`config.mk`:
```
export PLATFORM = sky130hd
export DESIGN_NAME = load_power_gating_control
export DESIGN_NICKNAME = d
export VERILOG_FILES = /design/src/hdl/gating_pkg.sv /design/src/hdl/flag_sync.sv /design/src/hdl/period_timer.sv /design/src/hdl/load_power_gating_control.sv
export SDC_FILE = /design/constraint.sdc
export NUM_CORES = 1
export LEC_CHECK = 0
export BUFFER_PORTS_ARGS = -buffer_cell sky130_fd_sc_hd__buf_2
export CAP_MARGIN = 20
export CELL_PAD_IN_SITES_DETAIL_PLACEMENT = 0
export CELL_PAD_IN_SITES_GLOBAL_PLACEMENT = 1
export CORE_MARGIN = 1
export CORE_UTILIZATION = 48
export CTS_BUF_LIST = sky130_fd_sc_hd__clkbuf_8
export DETAILED_ROUTE_END_ITERATION = 8
export PLACE_DENSITY_LB_ADDON = 0.1
export SLEW_MARGIN = 20
export SYNTH_ARGS = -nofsm -noshare
export SYNTH_HDL_FRONTEND = slang
export SYNTH_SLANG_ARGS = --single-unit
```
`constraint.sdc`:
```
create_clock -name pclk -period 3.8 [get_ports pclk]
set_input_delay 0.38 -clock pclk [delete_from_list [all_inputs] [get_ports pclk]]
set_output_delay 0.38 -clock pclk [all_outputs]
set_load 0.02 [all_outputs]
```
`src/hdl/gating_pkg.sv`:
```
package gating_pkg;

    localparam int ADDR_W   = 8;
    localparam int DATA_W   = 32;
    localparam int PERIOD_W = 16;
    localparam int SYNC_W   = 10;

    // register offsets (byte addresses)
    localparam logic [ADDR_W-1:0] CTRL_OFS   = 8'h00;
    localparam logic [ADDR_W-1:0] GUARD_OFS  = 8'h04;
    localparam logic [ADDR_W-1:0] ON_OFS     = 8'h08;
    localparam logic [ADDR_W-1:0] REST_OFS   = 8'h0C;
    localparam logic [ADDR_W-1:0] STATUS_OFS = 8'h10;

    // control and status field positions
    localparam int CTRL_SRC_BIT   = 0;
    localparam int ST_SW_LSB      = 0;
    localparam int ST_BUSY_LSB    = 4;
    localparam int ST_MODE_LSB    = 8;
    localparam int ST_SUPPLY_BIT  = 12;
    localparam int ST_WIN_BIT     = 13;

    // reset values
    localparam logic                CTRL_SRC_RST = 1'b0;
    localparam logic [PERIOD_W-1:0] GUARD_RST    = 16'h0100;
    localparam logic [PERIOD_W-1:0] ON_RST       = 16'h0100;
    localparam logic [PERIOD_W-1:0] REST_RST     = 16'h0400;

    typedef enum logic [1:0] {
        MODE_ENERGY = 2'b00,
        MODE_EVENT1 = 2'b01,
        MODE_EVENT2 = 2'b11,
        MODE_TIMER  = 2'b10
    } gate_mode_e;

    typedef struct packed {
        logic              psel;
        logic              penable;
        logic              pwrite;
        logic [ADDR_W-1:0] paddr;
        logic [DATA_W-1:0] pwdata;
    } apb_req_s;

    typedef struct packed {
        logic              pready;
        logic              pslverr;
        logic [DATA_W-1:0] prdata;
    } apb_rsp_s;

    // pin-side detection flags and straps, all levels
    typedef struct packed {
        logic upper_limit_detect;
        logic lower_limit_detect;
        logic supply_detect;
        logic supply_undetect;
        logic battery_detect;
        logic battery_undetect;
        logic load_request;
        logic on_strap_cap;
        logic rest_strap_cap;
        logic rest_strap_gnd;
    } det_s;

    typedef struct packed {
        logic storage_to_load_a_switch;
        logic storage_to_load_b_switch;
        logic battery_to_load_a_switch;
        logic battery_to_load_b_switch;
    } sw_s;

    typedef struct packed {
        logic guard_busy_flag;
        logic on_busy_flag;
        logic rest_busy_flag;
    } busy_s;

    typedef struct packed {
        logic [SYNC_W-1:0] meta;
        logic [SYNC_W-1:0] stable;
    } sync_state_s;

    typedef struct packed {
        logic                busy;
        logic                done;
        logic [PERIOD_W-1:0] count;
    } timer_state_s;

    typedef struct packed {
        apb_rsp_s            rsp;
        logic                src_battery;
        logic [PERIOD_W-1:0] guard_period;
        logic [PERIOD_W-1:0] on_period;
        logic [PERIOD_W-1:0] rest_period;
        gate_mode_e          mode;
        logic                supply_ok;
        logic                stor_win;
        logic                bat_win;
        logic [5:0]          prev;
        sw_s                 sw;
    } gate_state_s;

endpackage : gating_pkg

```
`src/hdl/flag_sync.sv`:
```
`timescale 1ns/100ps
module flag_sync
    import gating_pkg::*;
(
    // clock and reset
    input  wire logic         pclk,
    input  wire logic         presetn,
    // flags
    input  gating_pkg::det_s  raw,
    output gating_pkg::det_s  synced
);
    sync_state_s s_q;
    sync_state_s s_d;

    always_comb begin
        s_d.meta   = raw;
        s_d.stable = s_q.meta;
    end

    always_ff @(posedge pclk or negedge presetn) begin
        if (!presetn) begin
            s_q <= '0;
        end else begin
            s_q <= s_d;
        end
    end

    assign synced = s_q.stable;

endmodule : flag_sync

```
`src/hdl/period_timer.sv`:
```
`timescale 1ns/100ps
module period_timer
    import gating_pkg::*;
(
    // clock and reset
    input  wire logic                          pclk,
    input  wire logic                          presetn,
    // control
    input  wire logic                          start,
    input  wire logic                          clear,
    input  wire logic [gating_pkg::PERIOD_W-1:0] period,
    // status
    output logic                               busy,
    output logic                               done
);
    timer_state_s        s_q;
    timer_state_s        s_d;
    logic [PERIOD_W:0]   count_inc;

    assign count_inc = {1'b0, s_q.count} + {{PERIOD_W{1'b0}}, 1'b1};

    always_comb begin
        s_d      = s_q;
        s_d.done = 1'b0;
        if (clear) begin
            s_d.busy  = 1'b0;
            s_d.count = '0;
        end else if (s_q.busy) begin
            // period of zero behaves as one cycle
            if (count_inc >= {1'b0, period}) begin
                s_d.busy  = 1'b0;
                s_d.count = '0;
                s_d.done  = 1'b1;
            end else begin
                s_d.count = count_inc[PERIOD_W-1:0];
            end
        end else if (start) begin
            s_d.busy  = 1'b1;
            s_d.count = '0;
        end
    end

    always_ff @(posedge pclk or negedge presetn) begin
        if (!presetn) begin
            s_q <= '0;
        end else begin
            s_q <= s_d;
        end
    end

    assign busy = s_q.busy;
    assign done = s_q.done;

endmodule : period_timer

```
`src/hdl/load_power_gating_control.sv`:
```
`timescale 1ns/100ps
module load_power_gating_control
    import gating_pkg::*;
(
    // clock and reset
    input  wire logic                    pclk,
    input  wire logic                    presetn,
    // register bus
    input  gating_pkg::apb_req_s         apb_req,
    output gating_pkg::apb_rsp_s         apb_rsp,
    // comparator flags, request and straps from pins
    input  gating_pkg::det_s             det_raw,
    // load switches
    output gating_pkg::sw_s              sw,
    // timer flags
    output gating_pkg::busy_s            busy,
    // latched operating mode
    output gating_pkg::gate_mode_e       mode
);
    import gating_pkg::*;

    gate_state_s s_q;
    gate_state_s s_d;
    det_s        det;

    logic [5:0]  now_lvl;
    logic [5:0]  rise;
    logic        src;
    logic        win;
    logic        start_evt;
    logic        clear_evt;
    logic        supply_lost;
    logic        guard_start;
    logic        on_start;
    logic        rest_start;
    logic        guard_clr;
    logic        on_clr;
    logic        rest_clr;
    logic        guard_busy;
    logic        on_busy;
    logic        rest_busy;
    logic        guard_done;
    logic        on_done;
    logic        rest_done;
    logic        cycle_idle;
    logic        a_on;
    logic        b_on;
    logic        access;
    logic        mapped;

    function automatic logic is_mapped(input logic [ADDR_W-1:0] addr);
        is_mapped = (addr == CTRL_OFS) || (addr == GUARD_OFS) || (addr == ON_OFS)
                 || (addr == REST_OFS) || (addr == STATUS_OFS);
    endfunction : is_mapped

    function automatic gate_mode_e decode_mode(input det_s d);
        // unlisted strap combinations fall back to energy driven
        if (!d.on_strap_cap && !d.rest_strap_cap && d.rest_strap_gnd) begin
            decode_mode = MODE_EVENT1;
        end else if (d.on_strap_cap && !d.rest_strap_cap && !d.rest_strap_gnd) begin
            decode_mode = MODE_EVENT2;
        end else if (d.on_strap_cap && d.rest_strap_cap) begin
            decode_mode = MODE_TIMER;
        end else begin
            decode_mode = MODE_ENERGY;
        end
    endfunction : decode_mode

    function automatic logic [DATA_W-1:0] read_value(input logic [ADDR_W-1:0] addr,
                                                     input gate_state_s st,
                                                     input busy_s bz);
        logic [DATA_W-1:0] v;
        v = '0;
        case (addr)
            CTRL_OFS: begin
                v[CTRL_SRC_BIT] = st.src_battery;
            end
            GUARD_OFS: begin
                v[PERIOD_W-1:0] = st.guard_period;
            end
            ON_OFS: begin
                v[PERIOD_W-1:0] = st.on_period;
            end
            REST_OFS: begin
                v[PERIOD_W-1:0] = st.rest_period;
            end
            STATUS_OFS: begin
                v[ST_SW_LSB +: 4]   = st.sw;
                v[ST_BUSY_LSB +: 3] = bz;
                v[ST_MODE_LSB +: 2] = st.mode;
                v[ST_SUPPLY_BIT]    = st.supply_ok;
                v[ST_WIN_BIT]       = st.src_battery ? st.bat_win : st.stor_win;
            end
            default: begin
                v = '0;
            end
        endcase
        read_value = v;
    endfunction : read_value

    // every pin flag passes two flip-flops first
    flag_sync u_sync (
        .pclk    (pclk),
        .presetn (presetn),
        .raw     (det_raw),
        .synced  (det)
    );

    // edge events from the synchronised levels
    assign now_lvl = {det.upper_limit_detect, det.lower_limit_detect, det.supply_detect,
                      det.supply_undetect, det.battery_detect, det.battery_undetect};
    assign rise    = now_lvl & ~s_q.prev;

    // supply comparators carry the hysteresis; detect sets, undetect clears
    assign supply_lost = rise[2] | ~s_q.supply_ok;

    assign src       = s_q.src_battery;
    assign win       = src ? s_q.bat_win : s_q.stor_win;
    assign start_evt = src ? rise[1] : rise[5];
    assign clear_evt = src ? rise[0] : rise[4];

    assign cycle_idle = ~guard_busy & ~on_busy & ~rest_busy;

    // timer start and clear steering per mode
    always_comb begin
        guard_start = 1'b0;
        on_start    = 1'b0;
        rest_start  = 1'b0;
        guard_clr   = supply_lost;
        on_clr      = supply_lost;
        rest_clr    = supply_lost;
        case (s_q.mode)
            MODE_EVENT1: begin
                guard_start = start_evt;
            end
            MODE_EVENT2: begin
                guard_start = start_evt;
                // request ignored while the guard timer counts
                on_start    = det.load_request & ~guard_busy & ~on_busy & win;
                guard_clr   = supply_lost | clear_evt;
                on_clr      = supply_lost | clear_evt;
            end
            MODE_TIMER: begin
                // first detect starts a cycle, then rest completion restarts it while the window is open
                guard_start = (start_evt & cycle_idle) | (rest_done & win);
                on_start    = (start_evt & cycle_idle) | (rest_done & win);
                rest_start  = on_done;
                guard_clr   = supply_lost | clear_evt;
                on_clr      = supply_lost | clear_evt;
                rest_clr    = supply_lost | (src & clear_evt);
            end
            default: begin
                guard_start = 1'b0;
            end
        endcase
    end

    // three independent timers, each with its own period
    period_timer u_guard (
        .pclk    (pclk),
        .presetn (presetn),
        .start   (guard_start),
        .clear   (guard_clr),
        .period  (s_q.guard_period),
        .busy    (guard_busy),
        .done    (guard_done)
    );

    period_timer u_on (
        .pclk    (pclk),
        .presetn (presetn),
        .start   (on_start),
        .clear   (on_clr),
        .period  (s_q.on_period),
        .busy    (on_busy),
        .done    (on_done)
    );

    period_timer u_rest (
        .pclk    (pclk),
        .presetn (presetn),
        .start   (rest_start),
        .clear   (rest_clr),
        .period  (s_q.rest_period),
        .busy    (rest_busy),
        .done    (rest_done)
    );

    // switch decision for the two loads
    always_comb begin
        a_on = 1'b0;
        b_on = 1'b0;
        case (s_q.mode)
            MODE_ENERGY: begin
                a_on = win;
                b_on = win;
            end
            MODE_EVENT1: begin
                a_on = win;
                b_on = win & det.load_request & ~guard_busy;
            end
            MODE_EVENT2: begin
                a_on = win;
                b_on = win & on_busy;
            end
            MODE_TIMER: begin
                a_on = on_busy & ~rest_busy;
                b_on = on_busy & ~guard_busy & ~rest_busy;
            end
            default: begin
                a_on = 1'b0;
            end
        endcase
    end

    assign access = apb_req.psel & apb_req.penable;
    assign mapped = is_mapped(apb_req.paddr);

    always_comb begin
        s_d            = s_q;
        s_d.rsp.pready = 1'b0;
        s_d.prev       = now_lvl;

        // supply detect latches the strap mode
        if (rise[3]) begin
            s_d.supply_ok = 1'b1;
            if (!s_q.supply_ok) begin
                s_d.mode = decode_mode(det);
            end
        end
        if (rise[2]) begin
            s_d.supply_ok = 1'b0;
        end

        // energy windows, set on the upper event and cleared on the lower
        if (rise[5]) begin
            s_d.stor_win = 1'b1;
        end
        if (rise[4]) begin
            s_d.stor_win = 1'b0;
        end
        if (rise[1]) begin
            s_d.bat_win = 1'b1;
        end
        if (rise[0]) begin
            s_d.bat_win = 1'b0;
        end
        if (supply_lost) begin
            s_d.stor_win = 1'b0;
            s_d.bat_win  = 1'b0;
        end

        s_d.sw.storage_to_load_a_switch = s_q.supply_ok & ~src & a_on;
        s_d.sw.storage_to_load_b_switch = s_q.supply_ok & ~src & b_on;
        s_d.sw.battery_to_load_a_switch = s_q.supply_ok & src & a_on;
        s_d.sw.battery_to_load_b_switch = s_q.supply_ok & src & b_on;

        // one wait state, then the answer stands for one cycle
        if (access && !s_q.rsp.pready) begin
            s_d.rsp.pready  = 1'b1;
            s_d.rsp.pslverr = ~mapped;
            s_d.rsp.prdata  = apb_req.pwrite ? '0
                            : read_value(apb_req.paddr, s_q, busy);
        end
        if (access && s_q.rsp.pready && apb_req.pwrite && mapped) begin
            case (apb_req.paddr)
                CTRL_OFS: begin
                    s_d.src_battery = apb_req.pwdata[CTRL_SRC_BIT];
                end
                GUARD_OFS: begin
                    s_d.guard_period = apb_req.pwdata[PERIOD_W-1:0];
                end
                ON_OFS: begin
                    s_d.on_period = apb_req.pwdata[PERIOD_W-1:0];
                end
                REST_OFS: begin
                    s_d.rest_period = apb_req.pwdata[PERIOD_W-1:0];
                end
                default: begin
                    s_d.src_battery = s_q.src_battery;
                end
            endcase
        end
    end

    always_ff @(posedge pclk or negedge presetn) begin
        if (!presetn) begin
            s_q              <= '0;
            s_q.src_battery  <= CTRL_SRC_RST;
            s_q.guard_period <= GUARD_RST;
            s_q.on_period    <= ON_RST;
            s_q.rest_period  <= REST_RST;
            s_q.mode         <= MODE_ENERGY;
        end else begin
            s_q <= s_d;
        end
    end

    assign apb_rsp = s_q.rsp;
    assign sw      = s_q.sw;
    assign mode    = s_q.mode;
    assign busy    = '{guard_busy_flag: guard_busy, on_busy_flag: on_busy,
                       rest_busy_flag: rest_busy};

endmodule : load_power_gating_control

```
==> impl_metrics.json <==
{
  "outcome": "complete, no violations",
  "synth.area.top_cells": "dfrtp_1 43%, ha_1 7.3%, mux2_4 5.1%, buf_4 3.8%, nand2_1 3.4%",
  "chipWidth_um": 137,
  "wl_per_cell_um": 18.4,
  "synthArstFlopShare": 1.00,
  "gp_congestion": 0.876,
  "cp_max_fo": 13,
  "postLayoutCellArea_sq_um": 9660,
  "dpl.hpwl_mm": 15.6,
  "antennaDiodeCount": 0,
  "initial_core_util": 0.488,
  "nNetsFinal": 1005,
  "syn_inst": 842,
  "max_cap_viol_count": 0,
  "dp_slack_ps": -59.2,
  "cp-end-kind": "flip-flop",
  "fin_ws_ps": 210,
  "ys_ff_latch": 155,
  "finalSetupViolCount": 0,
  "tritoncts": "done",
  "finalWirelength_mm": 21.0,
  "path_class": "flip-flop to flip-flop",
  "syn_to_final_growth_pct": 10.1,
  "synth_edf_count": 0,
  "maxSlewHeadroom": 0.292,
  "r2r_cells": 15,
  "cp.required_ps": 4160,
  "synthDistinctLibCells": 67,
  "drc": 0,
  "worstHoldPathType": "primary input to flip-flop",
  "max_freq_mhz": 279,
  "pin_count": 98,
  "dr.pass1.iters": 6,
  "hold_path_depth": 2,
  "vias_per_cell": 5.59,
  "final-seq-area_sq_um": 3880,
  "worst_slew_pin_slew_ps": 1050,
  "cts_made_buffers": 17,
  "drt-initial-drc-count": 559,
  "grt_pass1_wl_mm": 33.5,
  "p_per_area_nw_per_um2": 326,
  "cts_buffer_depth": 2,
  "clkLatencyLatePin_ps": 480,
  "final.setup_skew_ps": 18.0,
  "hold_slack_ps": 138,
  "path_clk_slew_ps": 100,
  "mostFrequentLayoutCells": "152 x dfrtp_1, 80 x nand2_1, 64 x buf_2",
  "grt_pass1_vias": 6251,
  "drive_gt1_frac": 0.224,
  "antenna_found_initial": 0,
  "multi_input_area_sq_um": 4240,
  "yosysTopAreaCell": "dfrtp_1",
  "syn-cell-area_sq_um": 8770,
  "ys.flop_type": "dfrtp_1",
  "critPathLaunchType": "flip-flop",
  "timing.final.crit_share": 0.945,
  "crit_arrival_ps": 3950,
  "ant_nets": 0,
  "hold_viol": 0,
  "grt_usage": 0.239,
  "layout_commonest_cell": "dfrtp_1",
  "fillCellCount": 1596,
  "port_buffers": 65,
  "fin_util": 0.538,
  "die_h_um": 137,
  "via_count": 6383,
  "placed_area_sq_um": 9080,
  "ys_seq_area_frac": 0.442,
  "drv_slew": 0,
  "synthDominantCellAreaShare": 0.433,
  "peakVddDrop_uv": 377,
  "rsz0062_at_grt": "no",
  "cts_root_buffer": "clkbuf_8",
  "finalSetupTns_ps": 0,
  "core_area_sq_um": 18000,
  "synth_area_per_cell_sq_um": 10.4,
  "rows": 49,
  "htree_num_levels": 4,
  "clkSinkCount": 155,
  "yosysWarnings": 0,
  "period_minus_slack_ps": 3590,
  "dieArea_sq_um": 18800,
  "grt_start_max_net_pins": 77,
  "grt-ovfl-total": 0,
  "p_leak_uw": 0.00478
}
## routing by layer
layer  GRT usage  vias up  part of all wire
li1            -     3057                 -
met1       0.319     3117              0.46
met2       0.383      181              0.47
met3      0.0456       28             0.043
met4      0.0904        0             0.023
met5           0        -                 0
## where the power goes
group	leakage (uW)	internal [uW]	switching (uW)
clock network	0.000196	501	764
logic	0.00250	55.7	135
registers	0.00208	1670	26.7
total	0.00478	2230	926
## flip-flops by register name, indices dropped and copies added (netlist names)
name / count
u_rest.done: 1
u_on.busy: 1
mode: 2
s_q: 57
u_rest.busy: 1
u_guard.busy: 1
u_on.done: 1
u_rest.s_q: 16
u_on.s_q: 16
u_sync.s_d: 10
sw: 4
u_sync.synced: 10
u_guard.s_q: 16
src: 1
apb_rsp: 18
## worst paths after layout
| kind | endpoint | slack (ps) | startpoint |
|---|---|---|---|
| setup / recovery | u_rest.s_q[8] | 210 | u_rest.s_q[2] |
| hold / removal | apb_rsp[0] | 140 | apb_req[40] |
| setup reg to reg | u_rest.s_q[8] | 210 | u_rest.s_q[2] |
| hold reg to reg | u_sync.synced[3] | 350 | u_sync.s_d[3] |
| max in group asynchronous | src | 2350 | presetn |
| min in group asynchronous | u_guard.s_q[9] | 480 | presetn |
## worst max-delay path, cell delays in order, from the launching register on
cell and delay [ps]:
dfrtp_1 480, nand3_1 160, nor3_1 210, buf_4 160
nand3_1 80, and2_1 180, or2_2 290, ha_1 340
nand3_1 110, or3_1 420, a211oi_2 300, a2111oi_4 70
buf_4 200, buf_4 150, a22oi_1 200, o41ai_2 110
## stage by stage
| step | cells | power (uW) |
|---|---|---|
| 6_report | 1141 | 3150 |
| 5_1_grt | 1141 | 3270 |
| 4_1_cts | 1135 | 3190 |
| 3_5_place_dp | 1092 | 1910 |
| 3_3_place_gp | 1092 | 1910 |
| 2_1_floorplan | 857 | 1830 |
## timing repair
item,in CTS,in global routing
pin swaps,1,1
hold endpoints to repair,81,0
setup buffers,0,6
endpoints found under the setup margin,3,26
gates resized for setup,0,3
hold buffers,11,0
## cell usage after synthesis (11+ instances only)
master	instances
dfrtp_1	152
nand2_1	80
inv_1	62
ha_1	51
buf_4	44
nor2_1	34
a21oi_1	30
mux2_4	30
nand3_1	25
mux2_2	24
o21ai_0	24
xnor2_1	21
nand4_1	17
a32o_1	15
a21o_1	14
clkbuf_1	13
nor2b_1	13
a22o_1	12
buf_2	12
nor3_1	12
xor2_1	12
a222oi_1	11
and3_1	11
o211ai_1	11
or2_2	11
## logic make-up after synthesis
| logic type | after synthesis | synth area share |
|---|---|---|
| xor+xnor | 33 | 0.0329 |
| mux | 55 | 0.0833 |
| flops | 155 | 0.442 |
| simple gates | 253 | 0.152 |
| fa+ha+maj | 51 | 0.0727 |
| other cells | 1 | 0.000427 |
| buf+inv | 135 | 0.0817 |
| compound gates | 159 | 0.134 |
## final cells by class
class | count | share of cell area
clock inverters | 15 | 0.0184
clock buffers | 17 | 0.0242
flip-flops and latches | 155 | 0.402
repair buffers | 96 | 0.0626
multi-input cells | 567 | 0.439
well taps | 229 | 0.0297
inverters | 62 | 0.0241
Note: power is estimated with default switching activity, not from simulation.
